--- config.mk ---
export PLATFORM = sky130hd
export DESIGN_NAME = dram_bus_slave
export DESIGN_NICKNAME = d
export VERILOG_FILES = /design/src/hw/ddr_bus_pkg.sv /design/src/hw/dram_bus_slave.sv /design/src/hw/pin_sync.sv
export SDC_FILE = /design/constraint.sdc
export NUM_CORES = 1
export LEC_CHECK = 0
export BUFFER_PORTS_ARGS = -buffer_cell sky130_fd_sc_hd__buf_2
export CAP_MARGIN = 20
export CORE_UTILIZATION = 49
export CTS_CLUSTER_SIZE = 40
export DETAILED_ROUTE_END_ITERATION = 10
export PLACE_DENSITY = 0.67
export REMOVE_ABC_BUFFERS = 1
export SYNTH_ARGS = -nofsm -noshare
export SYNTH_HDL_FRONTEND = slang
export SYNTH_HIERARCHICAL = 1
export SYNTH_SLANG_ARGS = --single-unit
--- constraint.sdc ---
create_clock -name clk -period 6.2 [get_ports clk]
set_input_delay 0.62 -clock clk [delete_from_list [all_inputs] [get_ports clk]]
set_output_delay 0.62 -clock clk [all_outputs]
set_load 0.05 [all_outputs]
--- src/hw/ddr_bus_pkg.sv ---
// Purpose: Shared constants and types for the DDR bus device slave
// Assumes: Six command/address bytes, most significant byte first
// Notes: Word addresses are 16-bit words; byte A is word bits 15:8
`default_nettype none

package ddr_bus_pkg;

  // ==========================================================
  // Command/address layout
  localparam int CA_W = 48;
  localparam int CA_RD_BIT = 47;
  localparam int CA_REG_BIT = 46;
  localparam int CA_LIN_BIT = 45;
  localparam int CA_COL_LO_W = 3;
  localparam int CA_ROW_LSB = 16;
  localparam logic [2:0] CA_LAST = 3'h5;
  localparam logic [2:0] ROW_LAST = 3'h3;

  // ==========================================================
  // Burst and mask values
  localparam int WRAP_MIN_WORDS = 8;
  localparam logic [1:0] BE_ALL = 2'h3;
  localparam logic STROBE_REST = 1'h0;

  // ==========================================================
  // Types
  typedef enum logic [4:0] {
    ST_IDLE = 5'h01,
    ST_CA = 5'h02,
    ST_LAT = 5'h04,
    ST_RD = 5'h08,
    ST_WR = 5'h10
  } state_t;

  typedef struct packed {
    logic rd;
    logic reg_space;
    logic linear;
  } cmd_t;

  typedef struct packed {
    logic open;
    logic rd;
    logic wr;
    logic reg_space;
    logic [31:0] addr;
    logic [15:0] wdata;
    logic [1:0] be;
  } mem_req_t;

endpackage

`default_nettype wire

--- src/hw/dram_bus_slave.sv ---
// Purpose: Device-side transaction logic of a DDR bus DRAM slave
// Assumes: Bus clock and select are sampled by clk, far slower than clk
// Notes: Array and registers share one word port; reg_space selects them
`default_nettype none

// Notes on behaviour
// - Register reads: upper byte on rise, lower on fall
// - Register space always big-endian
// - Zero-latency writes store whole words, strobe released
// - First word bits pick read, space, burst type
// - Array access opens after bits 47:16
// - Strobe during command phase doubles latency
// - Strobe toggling and data start together
// - One byte per strobe edge, edge-aligned
// - Data continues while clock toggles, select low
// - Wrapped bursts wrap; linear bursts run on
// - Linear burst past end restarts at zero
// - Stopped bus clock is tolerated
// - Command phase takes first three clocks
// - Masked write: strobe high keeps byte
module dram_bus_slave
#(
  parameter int ADDR_W = 23,
  parameter int LAT_W = 4
)
(
  input wire logic clk,
  input wire logic rst_b,
  input wire logic bus_clock_line,
  input wire logic chip_select_b,
  input wire logic [7:0] dq_in,
  output logic [7:0] dq_out,
  output logic dq_oe_b,
  input wire logic strobe_mask_line_in,
  output logic strobe_mask_line_out,
  output logic strobe_mask_line_oe_b,
  input wire logic [LAT_W-1:0] latency_count,
  input wire logic refresh_pending,
  input wire logic [1:0] wrap_len_sel,
  input wire logic [15:0] mem_rdata,
  output ddr_bus_pkg::mem_req_t mem_req
);
  import ddr_bus_pkg::*;

  // ==========================================================
  // Pin sampling
  logic ck_lvl;
  logic cs_lvl;
  logic [8:0] pins_lvl;
  logic ck_prev;
  logic cs_prev;

  pin_sync #(.W(1), .INIT(1'h0)) ck_sync (.clk(clk), .rst_b(rst_b),
    .d(bus_clock_line), .lvl(ck_lvl));
  pin_sync #(.W(1), .INIT(1'h1)) cs_sync (.clk(clk), .rst_b(rst_b),
    .d(chip_select_b), .lvl(cs_lvl));
  pin_sync #(.W(9), .INIT(9'h1ff)) pin_data_sync (.clk(clk), .rst_b(rst_b),
    .d({strobe_mask_line_in, dq_in}), .lvl(pins_lvl));

  always_ff @(posedge clk or negedge rst_b)
  begin
    if (!rst_b)
    begin
      ck_prev <= 1'h0;
      cs_prev <= 1'h1;
    end
    else
    begin
      ck_prev <= ck_lvl;
      cs_prev <= cs_lvl;
    end
  end

  // ==========================================================
  // Decode
  state_t state;
  state_t next_state;
  logic [2:0] byte_cnt;
  logic [CA_W-1:0] ca;
  cmd_t cmd;
  logic extra;
  logic [LAT_W:0] lat_cnt;
  logic [7:0] byte_a;
  logic mask_a;

  logic ck_rise;
  logic ck_fall;
  logic ck_edge;
  logic cs_fall;
  logic in_ca;
  logic in_data;
  logic ca_done;
  logic row_ready;
  logic lat_done;
  logic data_rise;
  logic data_fall;
  logic zero_lat;
  logic lat_rd;
  logic [7:0] dq_lvl;
  logic strobe_lvl;
  logic [CA_W-1:0] ca_next;
  cmd_t next_cmd;
  logic [LAT_W:0] lat_total;
  logic [ADDR_W-1:0] addr;
  logic [ADDR_W-1:0] addr_inc;
  logic [ADDR_W-1:0] wmask;
  logic [ADDR_W-1:0] next_addr;
  logic [ADDR_W-1:0] ca_addr;
  logic [ADDR_W-1:0] row_addr;

  assign dq_lvl = pins_lvl[7:0];
  assign strobe_lvl = pins_lvl[8];
  assign ck_rise = ck_lvl & ~ck_prev;
  assign ck_fall = ~ck_lvl & ck_prev;
  assign ck_edge = ck_rise | ck_fall;
  assign cs_fall = ~cs_lvl & cs_prev & ~ck_lvl;
  assign in_ca = state == ST_CA;
  assign in_data = (state == ST_RD) || (state == ST_WR);
  assign ca_next = {ca[CA_W-9:0], dq_lvl};
  assign ca_done = in_ca & ck_edge & (byte_cnt == CA_LAST);
  assign row_ready = in_ca & ck_edge & (byte_cnt == ROW_LAST);
  assign next_cmd.rd = ca_next[CA_RD_BIT];
  assign next_cmd.reg_space = ca_next[CA_REG_BIT];
  assign next_cmd.linear = ca_next[CA_LIN_BIT];
  assign zero_lat = ~next_cmd.rd & next_cmd.reg_space;
  assign lat_rd = ca_done ? next_cmd.rd : cmd.rd;
  assign lat_total = extra ? {latency_count, 1'h0} : {1'h0, latency_count};
  assign lat_done = (state == ST_LAT) & ck_rise & (lat_cnt == lat_total);
  assign data_rise = ck_rise & (in_data | lat_done);
  assign data_fall = ck_fall & in_data;
  assign addr = mem_req.addr[ADDR_W-1:0];
  assign addr_inc = addr + ADDR_W'(1);
  assign wmask = ADDR_W'((ADDR_W'(WRAP_MIN_WORDS) << wrap_len_sel) - ADDR_W'(1));
  assign next_addr = cmd.linear ? addr_inc : ((addr & ~wmask) | (addr_inc & wmask));
  assign ca_addr = {ca_next[ADDR_W+12:CA_ROW_LSB], ca_next[CA_COL_LO_W-1:0]};
  assign row_addr = {ca_next[ADDR_W-4:0], 3'h0};

  // ==========================================================
  // Sequencing
  always_comb
  begin
    next_state = state;
    case (state)
      ST_IDLE:
        if (cs_fall)
          next_state = ST_CA;
      ST_CA:
        if (ca_done)
          next_state = zero_lat ? ST_WR : ST_LAT;
      ST_LAT:
        if (lat_done)
          next_state = cmd.rd ? ST_RD : ST_WR;
      default:
        next_state = state;
    endcase
    if (cs_lvl)
      next_state = ST_IDLE;
  end

  always_ff @(posedge clk or negedge rst_b)
  begin
    if (!rst_b)
      state <= ST_IDLE;
    else
      state <= next_state;
  end

  always_ff @(posedge clk or negedge rst_b)
  begin
    if (!rst_b)
      byte_cnt <= 3'h0;
    else if (state == ST_IDLE)
      byte_cnt <= 3'h0;
    else if (in_ca & ck_edge)
      byte_cnt <= byte_cnt + 3'h1;
  end

  always_ff @(posedge clk or negedge rst_b)
  begin
    if (!rst_b)
    begin
      ca <= '0;
      cmd <= '0;
    end
    else if (in_ca & ck_edge)
    begin
      ca <= ca_next;
      if (ca_done)
        cmd <= next_cmd;
    end
  end

  // Refresh need is frozen at select so the strobe stays steady
  always_ff @(posedge clk or negedge rst_b)
  begin
    if (!rst_b)
      extra <= 1'h0;
    else if (cs_fall)
      extra <= refresh_pending;
  end

  always_ff @(posedge clk or negedge rst_b)
  begin
    if (!rst_b)
      lat_cnt <= '0;
    else if (ca_done)
      lat_cnt <= '0;
    else if ((state == ST_LAT) & ck_rise & ~lat_done)
      lat_cnt <= lat_cnt + (LAT_W+1)'(1);
  end

  always_ff @(posedge clk or negedge rst_b)
  begin
    if (!rst_b)
    begin
      byte_a <= 8'h00;
      mask_a <= 1'h0;
    end
    else if (data_rise & ~cmd.rd)
    begin
      byte_a <= dq_lvl;
      mask_a <= strobe_lvl;
    end
  end

  // ==========================================================
  // Array port
  always_ff @(posedge clk or negedge rst_b)
  begin
    if (!rst_b)
      mem_req <= '0;
    else
    begin
      mem_req.open <= row_ready;
      mem_req.rd <= (ca_done & next_cmd.rd) | (data_fall & cmd.rd);
      mem_req.wr <= data_fall & ~cmd.rd;
      if (ca_done)
        mem_req.reg_space <= next_cmd.reg_space;
      if (row_ready)
        mem_req.addr <= 32'(row_addr);
      else if (ca_done)
        mem_req.addr <= 32'(ca_addr);
      // Writes step after the store, so each pulse carries its own word
      else if ((data_fall & cmd.rd) | mem_req.wr)
        mem_req.addr <= 32'(next_addr);
      if (data_fall & ~cmd.rd)
      begin
        mem_req.wdata <= {byte_a, dq_lvl};
        if (cmd.reg_space)
          mem_req.be <= BE_ALL;
        else
          mem_req.be <= ~{mask_a, strobe_lvl};
      end
    end
  end

  // ==========================================================
  // Pin drive
  always_ff @(posedge clk or negedge rst_b)
  begin
    if (!rst_b)
    begin
      dq_out <= 8'h00;
      dq_oe_b <= 1'h1;
    end
    else if (cs_lvl)
      dq_oe_b <= 1'h1;
    else if (data_rise & cmd.rd)
    begin
      dq_out <= mem_rdata[15:8];
      dq_oe_b <= 1'h0;
    end
    else if (data_fall & cmd.rd)
      dq_out <= mem_rdata[7:0];
  end

  // Write phases release the strobe so the host mask never contends
  always_ff @(posedge clk or negedge rst_b)
  begin
    if (!rst_b)
    begin
      strobe_mask_line_out <= STROBE_REST;
      strobe_mask_line_oe_b <= 1'h1;
    end
    else if (next_state == ST_CA)
    begin
      strobe_mask_line_out <= cs_fall ? refresh_pending : extra;
      strobe_mask_line_oe_b <= 1'h0;
    end
    else if ((next_state == ST_LAT) && lat_rd)
    begin
      strobe_mask_line_out <= STROBE_REST;
      strobe_mask_line_oe_b <= 1'h0;
    end
    else if ((next_state == ST_RD) && (data_rise | data_fall))
      strobe_mask_line_out <= data_rise;
    else if (next_state != ST_RD)
    begin
      strobe_mask_line_out <= STROBE_REST;
      strobe_mask_line_oe_b <= 1'h1;
    end
  end
endmodule // dram_bus_slave

`default_nettype wire

--- src/hw/pin_sync.sv ---
// Purpose: Three-stage pin synchroniser with agreement filter
// Assumes: Input is asynchronous to clk
// Notes: Level moves only once stages two and three agree
`default_nettype none

module pin_sync
#(
  parameter int W = 1,
  parameter logic [W-1:0] INIT = '0
)
(
  input wire logic clk,
  input wire logic rst_b,
  input wire logic [W-1:0] d,
  output logic [W-1:0] lvl
);

  // ==========================================================
  // Stages
  logic [W-1:0] s1;
  logic [W-1:0] s2;
  logic [W-1:0] s3;
  logic agree;

  // First stage feeds only the second, to keep metastability contained
  assign agree = s2 == s3;

  always_ff @(posedge clk or negedge rst_b)
  begin
    if (!rst_b)
    begin
      s1 <= INIT;
      s2 <= INIT;
      s3 <= INIT;
    end
    else
    begin
      s1 <= d;
      s2 <= s1;
      s3 <= s2;
    end
  end

  // Reset to the pin's idle level, so no false edge follows release
  always_ff @(posedge clk or negedge rst_b)
  begin
    if (!rst_b)
      lvl <= INIT;
    else if (agree)
      lvl <= s3;
  end

endmodule // pin_sync

`default_nettype wire
==> impl_results.md <==
- Worst setup EP type: flop
- Vias post-DR: 5,298
- YS warnings: 6
- Final Util: 0.588
- Post-route antenna net violation count: 0
- Crit path max fanout: 37
- Clk_lat worst skew: 0.42 ns
- Worst IR Drop VDD: 0.000307 V
- Via density: 5.52
- Placed cells: 928
- DR iter-0 viols: 362
- WP depth: 11
- Setup Skew: 0.0104 ns
- Yosys top cell by area: dfrtp_1
- Tot GR Track Use: 0.242
- Number of core rows: 43
- DIE HEIGHT: 123 um
- Fmax: 291 MHz
- Placeable Area: 0.0140 mm2
- Crit start category: flop
- Ys flop type: dfrtp_1
- Synth unique cells: 59
- Fin Setup TNS: 0 ns
- Final Hold Vio Count: 0
- R2R depth: 11
- Io pins: 101
- Final setup viols: 0
- Worst slew margin: 0.378
- CP cell instances: inv_1 > ha_1 > nor4b_1 > and2_1 > buf_4 > nand2_1 > inv_1 > a21oi_1 > o31ai_1 > o21ai_0 > o2bb2ai_1
- WL final: 16,900 um
- Setup CP Type: reg -> reg
- Initial core utilization: 0.509
- Post-synthesis cell area: 0.00715 mm2
- Worst Setup SP: ck_sync/lvl
- R2R setup slack: 2.77 ns
- Seq cells post-synth: 161
- Slew of the pin with the lowest slew margin: 0.933 ns
- Family with the most delay on the worst path: simple AND/OR/NAND/NOR gates
- Die width: 123 um
- Final worst-path cycle share: 0.554
- Initial antenna violation count: 0
- WP buf/inv: 3
- CTS tree: yes
- Top-count cell post-synth: nand2_1
- Post-cts sizing count: 0
- Unrepaired setup endpoints after global routing: no
- HP Class: in -> reg
- Worst path most repeated cell: inv_1
- Status: finished, final reports clean
- Clock sink total: 161
- Share of layout cells above drive strength 1: 0.279
- CP required: 6.54 ns
- Tot Pwr: 2.22 mW
- TritonCTS buffer count: 17
- Worst path slowest cell: nand2_1
- CP peak stage delay: 0.54 ns
- Setup Fix Bufs, Post-CTS: 0
- Clock Tree Buf Depth: 2
- Seq/Total Area, Yosys: 0.571
- Max-cap check violation count: 0
- Hold_buf cts: 0
- DRC Markers: 0
- Number of flops mapped to enable cells by yosys: 0
- Lkg Pwr: 3.90 nW
- First-pass GRT wire length: 27,200 um
- # nets final: 811
- Critical path arrival: 3.77 ns
- PortBufs: 91
- Die ar.: 0.0151 mm2
- Worst reg2reg path startpoint: ck_sync/lvl
- Cell count after synthesis: 682
- Fin crit period: 3.43 ns
- Leading post-synthesis cells by cell area: dfrtp_1, dfstp_2, nand2_1
- Max Slew Vio Count: 0
- Dpl hpwl: 11,700 um
- Wirelength per Cell: 17.6 um
- Synth top cells by count: nand2_1, dfrtp_1, nor2_1
- Post-synth ARST share: 1.00
- Final std cells w/o fill: 960
- Total gr overflow: 0
- Layout area overhead: 15.4%
- DR pass1 iterations: 5
- Clock-pin slew on the worst setup and hold paths: 0.06 ns
- Largest net degree at the start of global routing: 100
- # diodes: 0
- PD cells: 269 mW/mm2
- Post-synth top area share: 0.410
- Synth Area per Inst: 10.5 um2
- Vias in the first global route: 5,167
- Clk root buf: clkbuf_16
- H-Tree Depth: 4
- Global placement routability congestion: 0.886
-- where the power goes --
part | switching, mW | internal (mW) | total, mW
logic | 0.0782 | 0.0409 | 0.119
clock network | 0.440 | 0.533 | 0.973
registers | 0.0339 | 1.09 | 1.13
total | 0.552 | 1.67 | 2.22
-- worst min path at each step --
stage / from / to / slack, ns / cells after the start
after floorplan: rst_b / async pin / 0.32 / 0
after global placement: ck_sync/s1 / ck_sync/s2 / 0.34 / 0
after detailed placement: pin_data_sync/s1[0] / pin_data_sync/s2[0] / 0.35 / 0
after CTS: dq_in[5] / pin_data_sync/s1[5] / 0.27 / 1
after global routing: dq_in[5] / pin_data_sync/s1[5] / 0.27 / 1
final: strobe_mask_line_in / pin_data_sync/s1[8] / 0.29 / 1
-- routing by layer --
metal  vias up  part of all wire  global-route usage
met3        29             0.049              0.0474
met1      2609              0.46               0.334
li1       2483                 -                   -
met4         0             0.025               0.108
met5         -                 0                   0
met2       177              0.47               0.370
-- cells in the final DEF (no fill, tap or decap), drive strengths merged, types with 5 or more instances in the layout --
cell,synthesis,routed
a21oi,36,36
and3,6,6
buf,20,96
clkbuf,18,20
conb,1,9
dfrtp,117,117
dfstp,44,44
ha,8,8
inv,13,22
mux2,35,35
mux2i,9,9
nand2,148,148
nand3,11,11
nand4,10,10
nor2,52,52
nor3,7,7
o211ai,5,5
o21ai,35,35
o22ai,15,15
o31ai,5,5
xnor2,21,21
xor2,15,15
-- layout make-up --
class	instances	area (um2)
multi-input combinational	478	2850
timing repair buffer	96	499
clock buffer	20	447
inverter	13	48.8
fill	1170	5790
tap	180	225
clock inverter	12	96.3
sequential	161	4080
-- kinds of logic after synthesis --
kind of cell               count (synthesis)  synth area share
DFF                                      161             0.571
muxes                                     44            0.0677
xor gates and xnor gates                  36            0.0441
adders and majority gates                 10            0.0172
AOI/OAI and AO/OA                        118             0.102
other                                      1          0.000525
buffers and inverters                     51            0.0341
and+or+nand+nor                          261             0.163
-- metrics by stage --
step           instance area (um2)  worst slack, ns  hold slack, ns
2_1_floorplan                 6980             3.04           0.324
3_3_place_gp                  7700             3.01           0.343
3_5_place_dp                  7710             2.84           0.347
4_1_cts                       8250             2.78           0.271
5_1_grt                       8250             2.39           0.268
6_report                      8250             2.77           0.289
(Power assumes the default switching activity.)
